--- src/hw/djkff_map.svh ---
// Constants for the dual negative-edge toggle flip-flop block
`ifndef DJKFF_MAP_SVH
`define DJKFF_MAP_SVH
`define DJKFF_CELLS      2
`define DJKFF_RST_STATE  1'h0
`define DJKFF_CLK_RST    1'h0
`define DJKFF_DATA_RST   1'h0
`define DJKFF_CTRL_RST   1'h1
`endif

--- src/hw/djkff_pkg.sv ---
// Types for the dual negative-edge toggle flip-flop block
package djkff_pkg;
    typedef enum logic [2:0] {
        DJKFF_RUN    = 3'h1,
        DJKFF_FORCE  = 3'h2,
        DJKFF_BOTH   = 3'h4
    } djkff_mode_e;
    typedef struct packed {
        logic        stage_a;
        logic        stage_b;
    } djkff_sync_s;
    typedef struct packed {
        logic        clk_prev;
        logic        state;
        logic        q;
        logic        q_b;
    } djkff_cell_s;
endpackage : djkff_pkg

--- src/hw/djkff_cell.sv ---
// One input cell: two flip-flops that bring a pin into the clock domain
`timescale 1ns/1ns
module djkff_cell #(
    parameter logic RST_VAL = 1'h0
) (
    input  wire logic i_clk,
    input  wire logic i_rst_b,
    input  wire logic i_pin,
    output logic      o_level
);
    djkff_pkg::djkff_sync_s r;
    djkff_pkg::djkff_sync_s next_r;

    always_comb begin
        next_r         = r;
        next_r.stage_a = i_pin;
        next_r.stage_b = r.stage_a;
    end

    always_ff @(posedge i_clk or negedge i_rst_b) begin
        if (!i_rst_b) begin
            r <= '{stage_a: RST_VAL, stage_b: RST_VAL};
        end else begin
            r <= next_r;
        end
    end

    // Only the second stage leaves the cell; the first may still be settling
    assign o_level = r.stage_b;
endmodule : djkff_cell

--- src/hw/djkff_top.sv ---
// Top of the dual negative-edge toggle flip-flop block
`timescale 1ns/1ns
`include "djkff_map.svh"
// How it works
// - Two independent cells, each with own clock, data, controls and outputs.
// - Preset low alone forces true high; clear low alone forces it low.
// - Both controls low drive both outputs high, only while both stay low.
// - Clock captures happen only while preset and clear are both high.
// - Falling edge: both low hold, set alone sets, reset alone clears.
// - Both data inputs high at a falling edge invert the state.
// - Data changes away from a falling edge leave outputs unchanged.
module djkff_top #(
    parameter int CELLS = `DJKFF_CELLS
) (
    input  wire logic             i_clk,
    input  wire logic             i_rst_b,
    input  wire logic [CELLS-1:0] i_cell_clk,
    input  wire logic [CELLS-1:0] i_set_data,
    input  wire logic [CELLS-1:0] i_rst_data,
    input  wire logic [CELLS-1:0] i_async_preset_n,
    input  wire logic [CELLS-1:0] i_async_clear_n,
    output logic      [CELLS-1:0] o_q,
    output logic      [CELLS-1:0] o_q_b
);
    // ----------------------------------------
    // Parameter check
    // ----------------------------------------
    if (CELLS < 1) begin : g_bad
        $error("CELLS must be at least one");
    end

    // ----------------------------------------
    // State and wires
    // ----------------------------------------
    localparam djkff_pkg::djkff_cell_s CELL_RST = '{
        clk_prev: `DJKFF_CLK_RST,
        state:    `DJKFF_RST_STATE,
        q:        `DJKFF_RST_STATE,
        q_b:      ~`DJKFF_RST_STATE
    };

    djkff_pkg::djkff_cell_s [CELLS-1:0] r;
    djkff_pkg::djkff_cell_s [CELLS-1:0] next_r;
    djkff_pkg::djkff_mode_e             mode [CELLS];
    logic                   [CELLS-1:0] clk_lvl;
    logic                   [CELLS-1:0] set_lvl;
    logic                   [CELLS-1:0] rst_lvl;
    logic                   [CELLS-1:0] pre_lvl;
    logic                   [CELLS-1:0] clear_lvl;
    logic                   [CELLS-1:0] fall;

    // ----------------------------------------
    // Pin synchronisers
    // ----------------------------------------
    // Every pin passes two flip-flops before any logic reads it
    for (genvar g = 0; g < CELLS; g++) begin : g_sync
        djkff_cell #(
            .RST_VAL (`DJKFF_CLK_RST)
        ) u_clk (
            .i_clk   (i_clk),
            .i_rst_b (i_rst_b),
            .i_pin   (i_cell_clk[g]),
            .o_level (clk_lvl[g])
        );

        djkff_cell #(
            .RST_VAL (`DJKFF_DATA_RST)
        ) u_set (
            .i_clk   (i_clk),
            .i_rst_b (i_rst_b),
            .i_pin   (i_set_data[g]),
            .o_level (set_lvl[g])
        );

        djkff_cell #(
            .RST_VAL (`DJKFF_DATA_RST)
        ) u_rst (
            .i_clk   (i_clk),
            .i_rst_b (i_rst_b),
            .i_pin   (i_rst_data[g]),
            .o_level (rst_lvl[g])
        );

        djkff_cell #(
            .RST_VAL (`DJKFF_CTRL_RST)
        ) u_pre (
            .i_clk   (i_clk),
            .i_rst_b (i_rst_b),
            .i_pin   (i_async_preset_n[g]),
            .o_level (pre_lvl[g])
        );

        djkff_cell #(
            .RST_VAL (`DJKFF_CTRL_RST)
        ) u_clear (
            .i_clk   (i_clk),
            .i_rst_b (i_rst_b),
            .i_pin   (i_async_clear_n[g]),
            .o_level (clear_lvl[g])
        );
    end

    // ----------------------------------------
    // Cell logic
    // ----------------------------------------
    always_comb begin
        next_r = r;
        fall   = '0;
        for (int c = 0; c < CELLS; c++) begin
            mode[c] = djkff_pkg::DJKFF_RUN;
        end
        for (int c = 0; c < CELLS; c++) begin
            next_r[c].clk_prev = clk_lvl[c];
            // A fall is one sampled high level followed by one sampled low level
            fall[c] = r[c].clk_prev & ~clk_lvl[c];
            if (!pre_lvl[c] && !clear_lvl[c]) begin
                mode[c] = djkff_pkg::DJKFF_BOTH;
            end else if (!pre_lvl[c] || !clear_lvl[c]) begin
                mode[c] = djkff_pkg::DJKFF_FORCE;
            end else begin
                mode[c] = djkff_pkg::DJKFF_RUN;
            end
            case (mode[c])
                djkff_pkg::DJKFF_BOTH: begin
                    // State left high, so a joint release settles as preset
                    next_r[c].state = 1'h1;
                    next_r[c].q     = 1'h1;
                    next_r[c].q_b   = 1'h1;
                end
                djkff_pkg::DJKFF_FORCE: begin
                    next_r[c].state = ~pre_lvl[c];
                    next_r[c].q     = ~pre_lvl[c];
                    next_r[c].q_b   = pre_lvl[c];
                end
                djkff_pkg::DJKFF_RUN: begin
                    if (fall[c]) begin
                        case ({set_lvl[c], rst_lvl[c]})
                            2'h1:    next_r[c].state = 1'h0;
                            2'h2:    next_r[c].state = 1'h1;
                            2'h3:    next_r[c].state = ~r[c].state;
                            default: next_r[c].state = r[c].state;
                        endcase
                    end
                    next_r[c].q   = next_r[c].state;
                    next_r[c].q_b = ~next_r[c].state;
                end
                default: begin
                    next_r[c].q   = r[c].state;
                    next_r[c].q_b = ~r[c].state;
                end
            endcase
        end
    end

    // ----------------------------------------
    // State register
    // ----------------------------------------
    always_ff @(posedge i_clk or negedge i_rst_b) begin
        if (!i_rst_b) begin
            r <= {CELLS{CELL_RST}};
        end else begin
            r <= next_r;
        end
    end

    // ----------------------------------------
    // Outputs
    // ----------------------------------------
    for (genvar g = 0; g < CELLS; g++) begin : g_out
        assign o_q[g]   = r[g].q;
        assign o_q_b[g] = r[g].q_b;
    end

    // ----------------------------------------
    // Checks
    // ----------------------------------------
    for (genvar g = 0; g < CELLS; g++) begin : g_chk
        complement_ok_a: assert property (@(posedge i_clk) disable iff (!i_rst_b)
            (pre_lvl[g] || clear_lvl[g]) |=> (o_q[g] != o_q_b[g]))
            else $error("complement output not inverse of true output");

        both_low_a: assert property (@(posedge i_clk) disable iff (!i_rst_b)
            (!pre_lvl[g] && !clear_lvl[g]) |=> (o_q[g] && o_q_b[g]))
            else $error("both controls low did not drive both outputs high");

        preset_wins_a: assert property (@(posedge i_clk) disable iff (!i_rst_b)
            (!pre_lvl[g] && clear_lvl[g]) |=> (o_q[g] && !o_q_b[g]))
            else $error("preset did not force true output high");

        clear_wins_a: assert property (@(posedge i_clk) disable iff (!i_rst_b)
            (pre_lvl[g] && !clear_lvl[g]) |=> (!o_q[g] && o_q_b[g]))
            else $error("clear did not force true output low");

        no_edge_hold_a: assert property (@(posedge i_clk) disable iff (!i_rst_b)
            (pre_lvl[g] && clear_lvl[g] && !fall[g] && o_q[g] != o_q_b[g]) |=> $stable(o_q[g]))
            else $error("output moved without a falling clock edge");

        toggle_edge_a: assert property (@(posedge i_clk) disable iff (!i_rst_b)
            (pre_lvl[g] && clear_lvl[g] && fall[g] && set_lvl[g] && rst_lvl[g]
             && o_q[g] != o_q_b[g]) |=> (o_q[g] != $past(o_q[g])))
            else $error("toggle did not invert the state");

        set_edge_a: assert property (@(posedge i_clk) disable iff (!i_rst_b)
            (pre_lvl[g] && clear_lvl[g] && fall[g] && set_lvl[g] && !rst_lvl[g])
            |=> o_q[g])
            else $error("set input did not set the state");

        reset_edge_a: assert property (@(posedge i_clk) disable iff (!i_rst_b)
            (pre_lvl[g] && clear_lvl[g] && fall[g] && !set_lvl[g] && rst_lvl[g])
            |=> !o_q[g])
            else $error("reset input did not clear the state");

        async_block_a: assert property (@(posedge i_clk) disable iff (!i_rst_b)
            (!pre_lvl[g] && clear_lvl[g] && fall[g] && rst_lvl[g]) |=> o_q[g])
            else $error("clock edge captured while preset asserted");

        // Pin to output: a control held for three edges has reached the outputs
        preset_path_a: assert property (@(posedge i_clk) disable iff (!i_rst_b)
            (!i_async_preset_n[g] && i_async_clear_n[g]) [*3] |=> (o_q[g] && !o_q_b[g]))
            else $error("preset pin did not reach the outputs in time");

        clear_path_a: assert property (@(posedge i_clk) disable iff (!i_rst_b)
            (i_async_preset_n[g] && !i_async_clear_n[g]) [*3] |=> (!o_q[g] && o_q_b[g]))
            else $error("clear pin did not reach the outputs in time");

        both_path_a: assert property (@(posedge i_clk) disable iff (!i_rst_b)
            (!i_async_preset_n[g] && !i_async_clear_n[g]) [*3] |=> (o_q[g] && o_q_b[g]))
            else $error("both control pins low did not drive both outputs high");
    end
endmodule : djkff_top
--- config.mk ---
export PLATFORM = sky130hd
export DESIGN_NAME = djkff_top
export DESIGN_NICKNAME = d
export VERILOG_FILES = /design/src/hw/djkff_pkg.sv /design/src/hw/djkff_cell.sv /design/src/hw/djkff_top.sv
export VERILOG_INCLUDE_DIRS = /design/src /design/src/hw
export SDC_FILE = /design/constraint.sdc
export NUM_CORES = 1
export LEC_CHECK = 0
export ABC_AREA = 0
export BUFFER_PORTS_ARGS = -buffer_cell sky130_fd_sc_hd__buf_2
export CORE_AREA = 4 4 58 60
export DETAILED_ROUTE_END_ITERATION = 7
export DIE_AREA = 0 0 62 64
export PLACE_DENSITY_LB_ADDON = 0.05
export SYNTH_ARGS = -nofsm -noshare
export SYNTH_HDL_FRONTEND = slang
export SYNTH_SLANG_ARGS = --single-unit
--- constraint.sdc ---
create_clock -name i_clk -period 1.6 [get_ports i_clk]
set_input_delay 0.32 -clock i_clk [delete_from_list [all_inputs] [get_ports i_clk]]
set_output_delay 0.32 -clock i_clk [all_outputs]
set_load 0.02 [all_outputs]
Word level (Yosys, flattened, before mapping)
Index checks and enable logic that the tools add are counted.
- equality and inequality tests: 12
- multiplexer cells: 14
- bitwise logic cells: 10
- reductions and logical operators: 10
- operator list (kind ; number):
    $pmux 1 s3 ; 4
    $pmux 2 s3 ; 2
    $eq 2x2->1 const B ; 4
    $not 1->1 ; 8
    $eq 3x1->1 const B ; 2
    $eq 3x2->1 const B ; 2
    $eq 3x3->1 const B ; 2
    $mux 3 ; 2
    $reduce_bool 3->1 ; 2
    $eq 2x1->1 const B ; 2
    $logic_not 1->1 ; 4
    $mux 1 ; 4
    $mux 2 ; 2
    $and 1x1->1 ; 2
    $logic_and 1x1->1 ; 2
    $logic_or 1x1->1 ; 2
- register bits after elaboration: 28
- input port bits: 12
- output and inout bits: 4
- logic and storage cells: 74

Logic depth before layout (Yosys ltp)
Gate-level depths: netlist (run 1).
- depth in word-level cells: 8
- gate-level depth with buffers: 5
- depth with buffers taken out: 5

By module
A second synthesis (run 1) with hierarchy kept.
- cell total of the unflattened synthesis: 59
- area total of the unflattened synthesis: 967.2 µm²
- modules (own cells, without submodules) (module ; times used ; cells each ; area an instance (µm²) ; sequential area each (µm²)):
    djkff_top ; 1 ; 39 ; 456.7 ; 202.7
    djkff_cell at g_sync[0].u_clk ... ; 6 ; 2 ; 50.0 ; 50.0
    djkff_cell at g_sync[0].u_clear ... ; 4 ; 2 ; 52.6 ; 52.6

Worst setup path after synthesis (run 1)
No wires, ideal clock.
- path kind: register to register
- from: register g_sync[0].u_pre.r, in the netlist g_sync[0].u_pre.o_level
- to: register r, in the netlist o_q[0]
- library setup time: 0.136 ns
- arrival: 1.224 ns
- data required time: 1.464 ns
- slack: 0.241 ns
- stages on the path, launching flop included: 5
- buffers on the path: 0
- period minus slack after synthesis: 1.359 ns
- path through: dfstp_2 -> inv_1 -> ha_1 -> nor4_1 -> a211oi_2
- RTL lines (item ; RTL line ; source):
    start, declared ; djkff_cell.sv:11 ; djkff_pkg::djkff_sync_s r;
    start signal, assigned ; djkff_cell.sv:22 ; r <= '{stage_a: RST_VAL, stage_b: RST_VAL};
    start signal, assigned ; djkff_cell.sv:24 ; r <= next_r;
    end signal, assigned ; djkff_top.sv:160 ; r <= {CELLS{CELL_RST}};
    end signal, assigned ; djkff_top.sv:162 ; r <= next_r;
    end, declared ; djkff_top.sv:42 ; djkff_pkg::djkff_cell_s [CELLS-1:0] r;

==> metrics.md, run 1 <==
| Metric | Value |
|---|---|
| Post-synthesis sequential area ratio | 73.3% |
| Largest net degree at the start of global routing | 29 |
| Slew Limit Fails | 0 |
| Measured slew at the worst slew-check pin | 0.583 ns |
| CTS sink count | 28 |
| CTS Buffer Depth | 2 |
| Power Density | 1090 nW/µm² |
| Number of global-route vias before repair | between 400 and 500 |
| Final setup margin | 0.153 ns |
| DP HPWL | 800 µm |
| Hold path start | i_async_preset_n[0] |
| Worst-Skew Late Latency | 0.31 ns |
| Post-synthesis cell type count | 20 |
| Routed Antenna Nets | 0 |
| Crit path from | g_sync[0].u_pre.o_level |
| Mapped Area | 973 µm² |
| Core Rows | 20 |
| RSZ-0062 raised after global routing | no |
| Max reg flops | 4 |
| Wire per inst | ~11 µm |
| Port Buffer Count | 15 |
| Tot GR Track Use | 6.61% |
| CORE AREA | around 3000 µm² |
| Crit path DAT | about 1.7 ns |
| Via density | 4.24 |
| Max Fclk | 691 MHz |
| Area of the multi-input gates | 219 µm² |
| DIE WIDTH | 62 µm |
| Initial antenna violation count | 0 |
| Die Y | approximately 64 µm |
| Leak | 0.000517 µW |
| CP Class | flop to flop |
| Worst r2r dst | o_q[0] |
| WL final | around 1100 µm |
| Pre-antenna DRT Iters | 2 |
| Status | complete, no violations |
| Syn_nets | 75 |
| DRC | 0 |
| Final Hold Fails | 0 |
| Required time worst endpoint | 1.80 ns |
| CTS tree | built |
| Reg2reg setup slack | 0.15 ns |
| Reg with most FFs | r |
| VDD IR-drop max | 0.553 mV |
| Setup crit start kind | flop |
| Crit path capture | o_q[0] |
| Reg clk slew, reported paths | 0.14 ns |
| Hold WC Path Type | primary input to flop |
| # fillers | about 280 |
| CTS buffer count | 3 |
| IO Pins | 16 |
| H-tree levels | 1 |
| Area Overhead vs Synth | 13.6% |
| Final setup TNS | 0 ns |
| Cell count of the worst reg-to-reg path | 4 |
| FF-to-FF Start | g_sync[0].u_pre.o_level |
| Clock Skew | 0.00136 ns |
| Clock root buffer | clkbuf_4 |
| Syn Inst Count | 58 |
| Register Area | ~700 µm² |
| #FFs+latches synth | 28 |
| Syn. warnings | 0 |
| Proportion of layout cells with a drive suffix above 1 | 43.2% |
| Fin crit period | 1.45 ns |
| DR vias | 454 |
| GPL Wtd Cong | 0.698 |
| First-pass GRT wire length | 1950 µm |
| Starting DRT DRC Count | 12 |
| Max cap viols | 0 |
| Pre-CTS setup slack | around 0.15 ns |
| Antenna diode count | 0 |
| Initial Util | 33.2% |
| Avg Cell Area, Syn | 16.8 µm² |
| Global route overflow | 0 |
| CP Max Fanout | 4 |
| Hold Path Cell Cnt | 1 |
| CP Capture Type | flop |
| Final Cycle Share | 90.4% |
| Fin nets | 92 |
| Slew headroom | between 60% and 70% |
| # setup viols final | 0 |
| Die ar. | a little under 4000 µm² |
power breakdown:
group	switching (µW)	leakage, µW	internal [µW]	total (µW)
clock	187	0.0000210	139	326
combinational	56.6	0.000183	42.8	99.4
sequential	19.0	0.000313	761	780
metal layers:
layer / up-vias / track usage, % / share of wire (%)
li1: 222 / - / -
met1: 216 / 8.00 / 46
met2: 14 / 9.97 / 45
met3: 2 / 2.63 / 7.7
met4: 0 / 3.18 / 0.79
met5: - / 0 / 0
metrics by stage:
step	util, %	power, µW	area [µm²]	instances	hold WS [ns]
6_report	37.8	1210	1110	107	0.0850
5_1_grt	37.8	1280	1110	107	0.0473
4_1_cts	37.8	1240	1110	107	0.0614
2_1_floorplan	-	862	973	58	0.0244
3_5_place_dp	36.2	894	1060	102	0.335
3_3_place_gp	36.2	893	1060	102	0.332
Yosys cell counts, drive strengths merged:
| master | count | share of area [%] |
|---|---|---|
| dfstp | 10 | 27 |
| a211o | 1 | 0.90 |
| and3b | 2 | 1.8 |
| a211oi | 1 | 1.3 |
| o211ai | 1 | 0.77 |
| inv | 3 | 1.2 |
| o22ai | 1 | 0.64 |
| ha | 5 | 6.4 |
| dfrtp | 18 | 46 |
| a21oi | 1 | 0.51 |
| buf | 4 | 3.1 |
| o21ai | 2 | 1.0 |
| a21o | 1 | 0.77 |
| nand2 | 1 | 0.39 |
| nor4 | 1 | 0.64 |
| a2111oi | 1 | 2.8 |
| nor2 | 3 | 1.2 |
| nand4b | 2 | 3.3 |
cells by family after synthesis:
logic type / synth area share (%)
flops: 73.3
compound gates: 8.74
fa+ha+maj: 6.43
buf+inv: 4.24
simple gates: 7.33
critical path: stages (launching register included):
cell	delay [ns]
dfstp_2	0.57
inv_1	0.07
ha_1	0.27
nor4_1	0.35
a211oi_2	0.08
placed cells by master, fill, tap and decap left out, types with 2 or more instances in the layout:
cell type,netlist,final
dfrtp_1,18,18
inv_1,3,3
nor2_1,3,3
clkbuf_4,0,3
ha_1,5,5
buf_2,0,15
and3b_1,2,2
dfstp_2,10,10
cell type report:
class | count | area share (%)
Clock buffer | 4 | 3.28
Inverter | 3 | 1.02
Multi-Input combinational cell | 23 | 19.8
Sequential cell | 28 | 64.5
Tap cell | 33 | 3.73
Timing Repair Buffer | 16 | 7.69
worst min-delay path by stage:
stage                                              to  slack [ns]
after floorplan             g_sync[0].u_clk.next_r[0]        0.02
after global placement        g_sync[1].u_rst.o_level        0.33
after detailed placement      g_sync[1].u_set.o_level        0.33
after CTS                   g_sync[0].u_pre.next_r[0]        0.06
after global routing      g_sync[1].u_clear.next_r[0]        0.05
final                       g_sync[0].u_pre.next_r[0]        0.09
timing repair:
item,CTS,global route
endpoints found under the hold margin,3,0
hold buffers,1,0
buffers inserted,0,0
resized for setup,0,0
No activity file was read; power rests on OpenSTA's default activity.
==> inputs of run 2 (changes only) <==
--- a/config.mk
+++ b/config.mk
@@ -9,7 +9,7 @@
 export ABC_AREA = 0
 export BUFFER_PORTS_ARGS = -buffer_cell sky130_fd_sc_hd__buf_2
-export CORE_AREA = 4 4 58 60
+export CORE_AREA = 4 4 66 53
 export DETAILED_ROUTE_END_ITERATION = 7
-export DIE_AREA = 0 0 62 64
+export DIE_AREA = 0 0 70 57
 export PLACE_DENSITY_LB_ADDON = 0.05
 export SYNTH_ARGS = -nofsm -noshare
==> constraint.sdc (replaced) <==
create_clock -name i_clk -period 1.6 [get_ports i_clk]
set_input_delay 0 -clock i_clk [delete_from_list [all_inputs] [get_ports i_clk]]
set_output_delay 0 -clock i_clk [all_outputs]
set_load 0.02 [all_outputs]
==> metrics.md, run 2 (synthesized netlist as in run 1, its figures left out) <==
| Metric | Value |
|---|---|
| Commonest non-fill, non-tap cell in the layout | dfrtp_1 (unchanged) |
| CTS tree | built (unchanged) |
| Slew Limit Fails | 0 (unchanged) |
| Status | complete, no violations (unchanged) |
| Max reg flops | 4 (unchanged) |
| DRC | 0 (unchanged) |
| CP Class | flop to flop (unchanged) |
| WL final | 1300 µm (was 1150 µm) |
| VDD IR-drop max | 0.723 mV (was 0.553 mV) |
| M3 GR Usage | 3.70% (was 2.63%) |
| Fin crit period | 1.46 ns (was 1.45 ns) |
| Final setup TNS | 0 ns (unchanged) |
| CP Max Fanout | 4 (unchanged) |
| Core Rows | 17 (was 20) |
| Setup crit start kind | flop (unchanged) |
| Proportion of layout cells with a drive suffix above 1 | 38.1% (was 43.2%) |
| Crit path DAT | 1.60 ns (was 1.65 ns) |
| Required time worst endpoint | 1.74 ns (was 1.80 ns) |
| CP Buf/Inv Count | 1 (unchanged) |
| Initial Util | 34.2% (was 33.2%) |
| Area Overhead vs Synth | 28.1% (was 13.6%) |
| Tot GR Track Use | 7.89% (was 6.61%) |
| CTS Buffer Depth | 2 (unchanged) |
| Most frequent cells in the layout | dfrtp_1, buf_2, dlygate4sd3_1, dfstp_2, ha_1 (was dfrtp_1, buf_2, dfstp_2, ha_1) |
| H-tree levels | 1 (unchanged) |
| RSZ-0062 raised after global routing | no (unchanged) |
| Worst r2r dst | o_q[0] (unchanged) |
| Reg2reg setup slack | 0.14 ns (was 0.15 ns) |
| Final Hold Fails | 0 (unchanged) |
| Resized cells post-CTS | 0 (unchanged) |
| Global Route met2 Usage | 11.0% (was 9.97%) |
| Global route overflow | 0 (unchanged) |
| Register Area | 713 µm² (unchanged) |
| Critical Path Stages | 4 (unchanged) |
| Reg clk slew, reported paths | 0.09 ns (was 0.14 ns) |
| DIE WIDTH | 70 µm (was 62 µm) |
| Setup Buffers After CTS | 0 (unchanged) |
| Most Crowded Layer GR | met2 (unchanged) |
| Via density | 4.02 (was 4.24) |
| Critical-path top delay cell | dfstp_2 (unchanged) |
| Power Density | 1150 nW/µm² (was 1090 nW/µm²) |
| Crit path capture | o_q[0] (unchanged) |
| Max Fclk | 686 MHz (was 691 MHz) |
| CTS buffer count | 3 (unchanged) |
| Worst-Skew Late Latency | 0.27 ns (was 0.31 ns) |
| Max cap viols | 0 (unchanged) |
| Cell count of the worst reg-to-reg path | 4 (unchanged) |
| DR vias | 490 (was 454) |
| FF-to-FF Start | g_sync[0].u_pre.o_level (unchanged) |
| Top Family by Delay on Critical Path | flip-flops (unchanged) |
| Fin nets | 102 (was 92) |
| Die ar. | 3990 µm² (was 3970 µm²) |
| Starting DRT DRC Count | 18 (was 12) |
| Leak | 0.000574 µW (was 0.000517 µW) |
| Measured slew at the worst slew-check pin | 0.585 ns (was 0.583 ns) |
| Final hold slack | 0.273 ns (was 0.0850 ns) |
| CTS sink count | 28 (unchanged) |
| CP peak stage delay | 0.55 ns (was 0.57 ns) |
| GPL Wtd Cong | 0.676 (was 0.698) |
| Port Buffer Count | 15 (unchanged) |
| Largest net degree at the start of global routing | 29 (unchanged) |
| Initial antenna violation count | 0 (unchanged) |
| Global Route met1 Usage | 10.5% (was 8.00%) |
| Cts hold-fix bufs | 11 (was 1) |
| Pre-antenna DRT Iters | 3 (was 2) |
| Clock root buffer | clkbuf_8 (was clkbuf_4) |
| Die Y | 57 µm (was 64 µm) |
| First-pass GRT wire length | 2440 µm (was 1950 µm) |
| Antenna diode count | 0 (unchanged) |
| Crit path cell chain | inv_1, ha_1, nor4_1, a211oi_2 (unchanged) |
| Hold WC Path Type | primary input to asynchronous set/reset pin (was primary input to flop) |
| Clock Skew | 0.00322 ns (was 0.00136 ns) |
| Final Cycle Share | 91.1% (was 90.4%) |
| Reg with most FFs | r (unchanged) |
| CORE AREA | 2850 µm² (was 2930 µm²) |
| Routed Antenna Nets | 0 (unchanged) |
| IO Pins | 16 (unchanged) |
| Wire per inst | 10.6 µm (was 10.7 µm) |
| # setup viols final | 0 (unchanged) |
| # fillers | 268 (was 279) |
| Crit path from | g_sync[0].u_pre.o_level (unchanged) |
| Area of the multi-input gates | 219 µm² (unchanged) |
| Slew headroom | 61.0% (was 61.1%) |
| Number of global-route vias before repair | 535 (was 466) |
| CP Capture Type | flop (unchanged) |
run 2: worst register-to-register path, delay by kind of cell (launching register included):
kind	cells	cell delay [ns]
DFF	1	0.55
and+or+nand+nor	1	0.36
adders and majority gates	1	0.28
AOI/OAI and AO/OA	1	0.08
buffers and inverters	1	0.07
run 2: metrics by stage:
| stage | utilization, % | area [µm²] | instances | setup slack [ns] | total power (µW) |
|---|---|---|---|---|---|
| 3_3_place_gp | 37.4 | 1070 | 107 | 0.189 | 893 |
| 2_1_floorplan | - | 973 | 58 | 0.241 | 862 |
| 3_5_place_dp | 37.4 | 1070 | 107 | 0.162 | 894 |
| 5_1_grt | 43.8 | 1250 | 122 | 0.0201 | 1510 |
| 4_1_cts | 43.8 | 1250 | 122 | 0.139 | 1460 |
| 6_report | 43.8 | 1250 | 122 | 0.143 | 1430 |
run 2: report_power, final:
group	switching, µW	internal [µW]
Sequential	19.0	761
Combinational	60.9	58.8
Clock	199	334
Total	279	1150
run 2: worst min path at each step:
stage                                end  slack [ns]  cells past startpoint    start
3_3_place_gp   g_sync[1].u_clk.next_r[0]        0.04                      1  i_rst_b
5_1_grt        g_sync[1].u_clk.next_r[0]        0.34                      2  i_rst_b
4_1_cts        g_sync[1].u_clk.next_r[0]        0.27                      2  i_rst_b
3_5_place_dp   g_sync[1].u_clk.next_r[0]        0.04                      1  i_rst_b
6_report       g_sync[1].u_clk.next_r[0]        0.27                      2  i_rst_b
2_1_floorplan  g_sync[0].u_clk.next_r[0]       -0.30                      0  i_rst_b
run 2: layout make-up:
class | instances | area share [%]
clock buffer | 3 | 3.31
sequential | 28 | 57.2
inverter | 3 | 0.903
timing repair buffer | 26 | 14.8
clock inverter | 1 | 2.41
multi-input combinational | 23 | 17.6
tap | 38 | 3.81
run 2: layer usage:
| layer | share of wire, % | vias up |
|---|---|---|
| met2 | 45 | 13 |
| li1 | - | 244 |
| met3 | 6.3 | 2 |
| met1 | 48 | 231 |
| met5 | 0 | - |
| met4 | 1.5 | 0 |
==> inputs of run 3 (changes only) <==
PLACE_DENSITY = 0.52   (was unset)
PLACE_DENSITY_LB_ADDON = unset   (was 0.05)
==> metrics.md, run 3 (synthesized netlist as in run 1, its figures left out) <==
| Metric | Value |
|---|---|
| Wire per inst | 9.97 µm (was 10.6 µm) |
| Fin crit period | 1.45 ns (was 1.46 ns) |
| Proportion of layout cells with a drive suffix above 1 | 38.1% (unchanged) |
| Largest net degree at the start of global routing | 29 (unchanged) |
| Reg with most FFs | r (unchanged) |
| Initial Util | 34.2% (unchanged) |
| Most frequent cells in the layout | dfrtp_1, buf_2, dlygate4sd3_1, dfstp_2, ha_1 (unchanged) |
| WL final | 1220 µm (was 1300 µm) |
| Pre-antenna DRT Iters | 1 (was 3) |
| Die ar. | 3990 µm² (unchanged) |
| CP Max Fanout | 4 (unchanged) |
| Via density | 4.11 (was 4.02) |
| Status | complete, no violations (unchanged) |
| Top Family by Delay on Critical Path | flip-flops (unchanged) |
| FF-to-FF Start | g_sync[0].u_pre.o_level (unchanged) |
| Pre-CTS setup slack | 0.155 ns (was 0.162 ns) |
| H-tree levels | 1 (unchanged) |
| Area Overhead vs Synth | 28.1% (unchanged) |
| Final setup TNS | 0 ns (unchanged) |
| Final Hold Fails | 0 (unchanged) |
| DP HPWL | 849 µm |
| Initial antenna violation count | 0 (unchanged) |
| GPL Wtd Cong | 0.717 (was 0.676) |
| Clock Skew | 0.00364 ns (was 0.00322 ns) |
| Core Rows | 17 (unchanged) |
| Slew Limit Fails | 0 (unchanged) |
| Max cap viols | 0 (unchanged) |
| Reg clk slew, reported paths | 0.09 ns (about the same) |
| Tot GR Track Use | 7.39% (was 7.89%) |
| Fin nets | 102 (unchanged) |
| Worst-Skew Late Latency | 0.26 ns (was 0.27 ns) |
| Number of global-route vias before repair | 558 (was 535) |
| DR vias | 502 (was 490) |
| CTS Buffer Depth | 2 (unchanged) |
| # fillers | 272 (was 268) |
| Leak | 0.000574 µW (unchanged) |
| Setup Buffers After CTS | 0 (unchanged) |
| Setup crit start kind | flop (unchanged) |
| Critical-path top delay cell | dfstp_2 (unchanged) |
| DIE WIDTH | 70 µm (unchanged) |
| Power Density | 1150 nW/µm² (about the same) |
| CTS sink count | 28 (unchanged) |
| Cts hold-fix bufs | 11 (unchanged) |
| DRC | 0 (unchanged) |
| CP Capture Type | flop (unchanged) |
| Starting DRT DRC Count | 0 (was 18) |
| Max reg flops | 4 (unchanged) |
| Reg2reg setup slack | 0.15 ns (was 0.14 ns) |
| IO Pins | 16 (unchanged) |
| CP Class | flop to flop (unchanged) |
| Crit path cell chain | inv_1, ha_1, nor4_1, a211oi_2 (unchanged) |
| Antenna diode count | 0 (unchanged) |
| Cell count of the worst reg-to-reg path | 4 (unchanged) |
| CTS tree | built (unchanged) |
| Port Buffer Count | 15 (unchanged) |
| CP Buf/Inv Count | 1 (unchanged) |
| VDD IR-drop max | 0.647 mV (was 0.723 mV) |
| # setup viols final | 0 (unchanged) |
| Resized cells post-CTS | 0 (unchanged) |
| CTS buffer count | 3 (unchanged) |
| Max Fclk | 692 MHz (was 686 MHz) |
| CORE AREA | 2850 µm² (unchanged) |
| Clock root buffer | clkbuf_8 (unchanged) |
| Hold WC Path Type | primary input to asynchronous set/reset pin (unchanged) |
| Final setup margin | 0.154 ns (was 0.143 ns) |
| Worst r2r dst | o_q[0] (unchanged) |
| Global route overflow | 0 (unchanged) |
| Commonest non-fill, non-tap cell in the layout | dfrtp_1 (unchanged) |
| Slew headroom | 61.9% (was 61.0%) |
| RSZ-0062 raised after global routing | no (unchanged) |
| Final Cycle Share | 90.3% (was 91.1%) |
| CP peak stage delay | 0.55 ns (about the same) |
| Required time worst endpoint | 1.74 ns (about the same) |
| First-pass GRT wire length | 2350 µm (was 2440 µm) |
| Die Y | 57 µm (unchanged) |
| Routed Antenna Nets | 0 (unchanged) |
| Crit path DAT | 1.59 ns (was 1.60 ns) |
| Measured slew at the worst slew-check pin | 0.571 ns (was 0.585 ns) |
run 3: cell counts in the layout (fill, tap and decap cells not counted):
Identical to the previous run, type by type.
run 3: worst max path at each step:
| stage | startpoint | end | slack, ns | depth (start not counted) |
|---|---|---|---|---|
| floorplan | g_sync[0].u_pre.o_level | o_q[0] | 0.24 | 4 |
| global placement | g_sync[0].u_pre.o_level | o_q[0] | 0.19 | 4 |
| detailed placement | g_sync[0].u_pre.o_level | o_q[0] | 0.15 | 4 |
| CTS | g_sync[0].u_pre.o_level | o_q[0] | 0.15 | 4 |
| global route | g_sync[0].u_pre.o_level | o_q[0] | 0.03 | 4 |
| finish | g_sync[0].u_pre.o_level | o_q[0] | 0.15 | 4 |
run 3: area by class of cell:
cell class	count	area, µm²	area share [%]
clock buffer	3	41.3	3.31
clock inverter	1	30.0	2.41
inverter	3	11.3	0.903
tap	38	47.5	3.81
timing repair buffer	26	185	14.8
sequential	28	713	57.2
multi-input combinational	23	219	17.6
run 3: through the flow:
step,std cells,utilization [%],hold WS (ns),area [µm²],power (µW)
2_1_floorplan,58,-,-0.296,973,862
3_3_place_gp,107,37.4,0.0315,1070,892
3_5_place_dp,107,37.4,0.0346,1070,895
4_1_cts,122,43.8,0.275,1250,1450
5_1_grt,122,43.8,0.315,1250,1500
6_report,122,43.8,0.257,1250,1430
run 3: power breakdown:
part           switching, µW  internal (µW)
Sequential              19.5            761
Clock                    198            334
Combinational           59.5           58.6
Total                    277           1150
run 3: per-layer routing:
metal | vias to the layer above | global-route usage (%) | part of all wire (%)
met5 | - | 0 | 0
met4 | 0 | 1.64 | 0
met3 | 0 | 3.17 | 5.1
met2 | 11 | 12.7 | 49
met1 | 248 | 8.72 | 46
li1 | 243 | - | -
run 3: worst reg2reg max path: stages (launching register included):
cell	delay [ns]
dfstp_2	0.55
inv_1	0.07
ha_1	0.26
nor4_1	0.36
a211oi_2	0.08
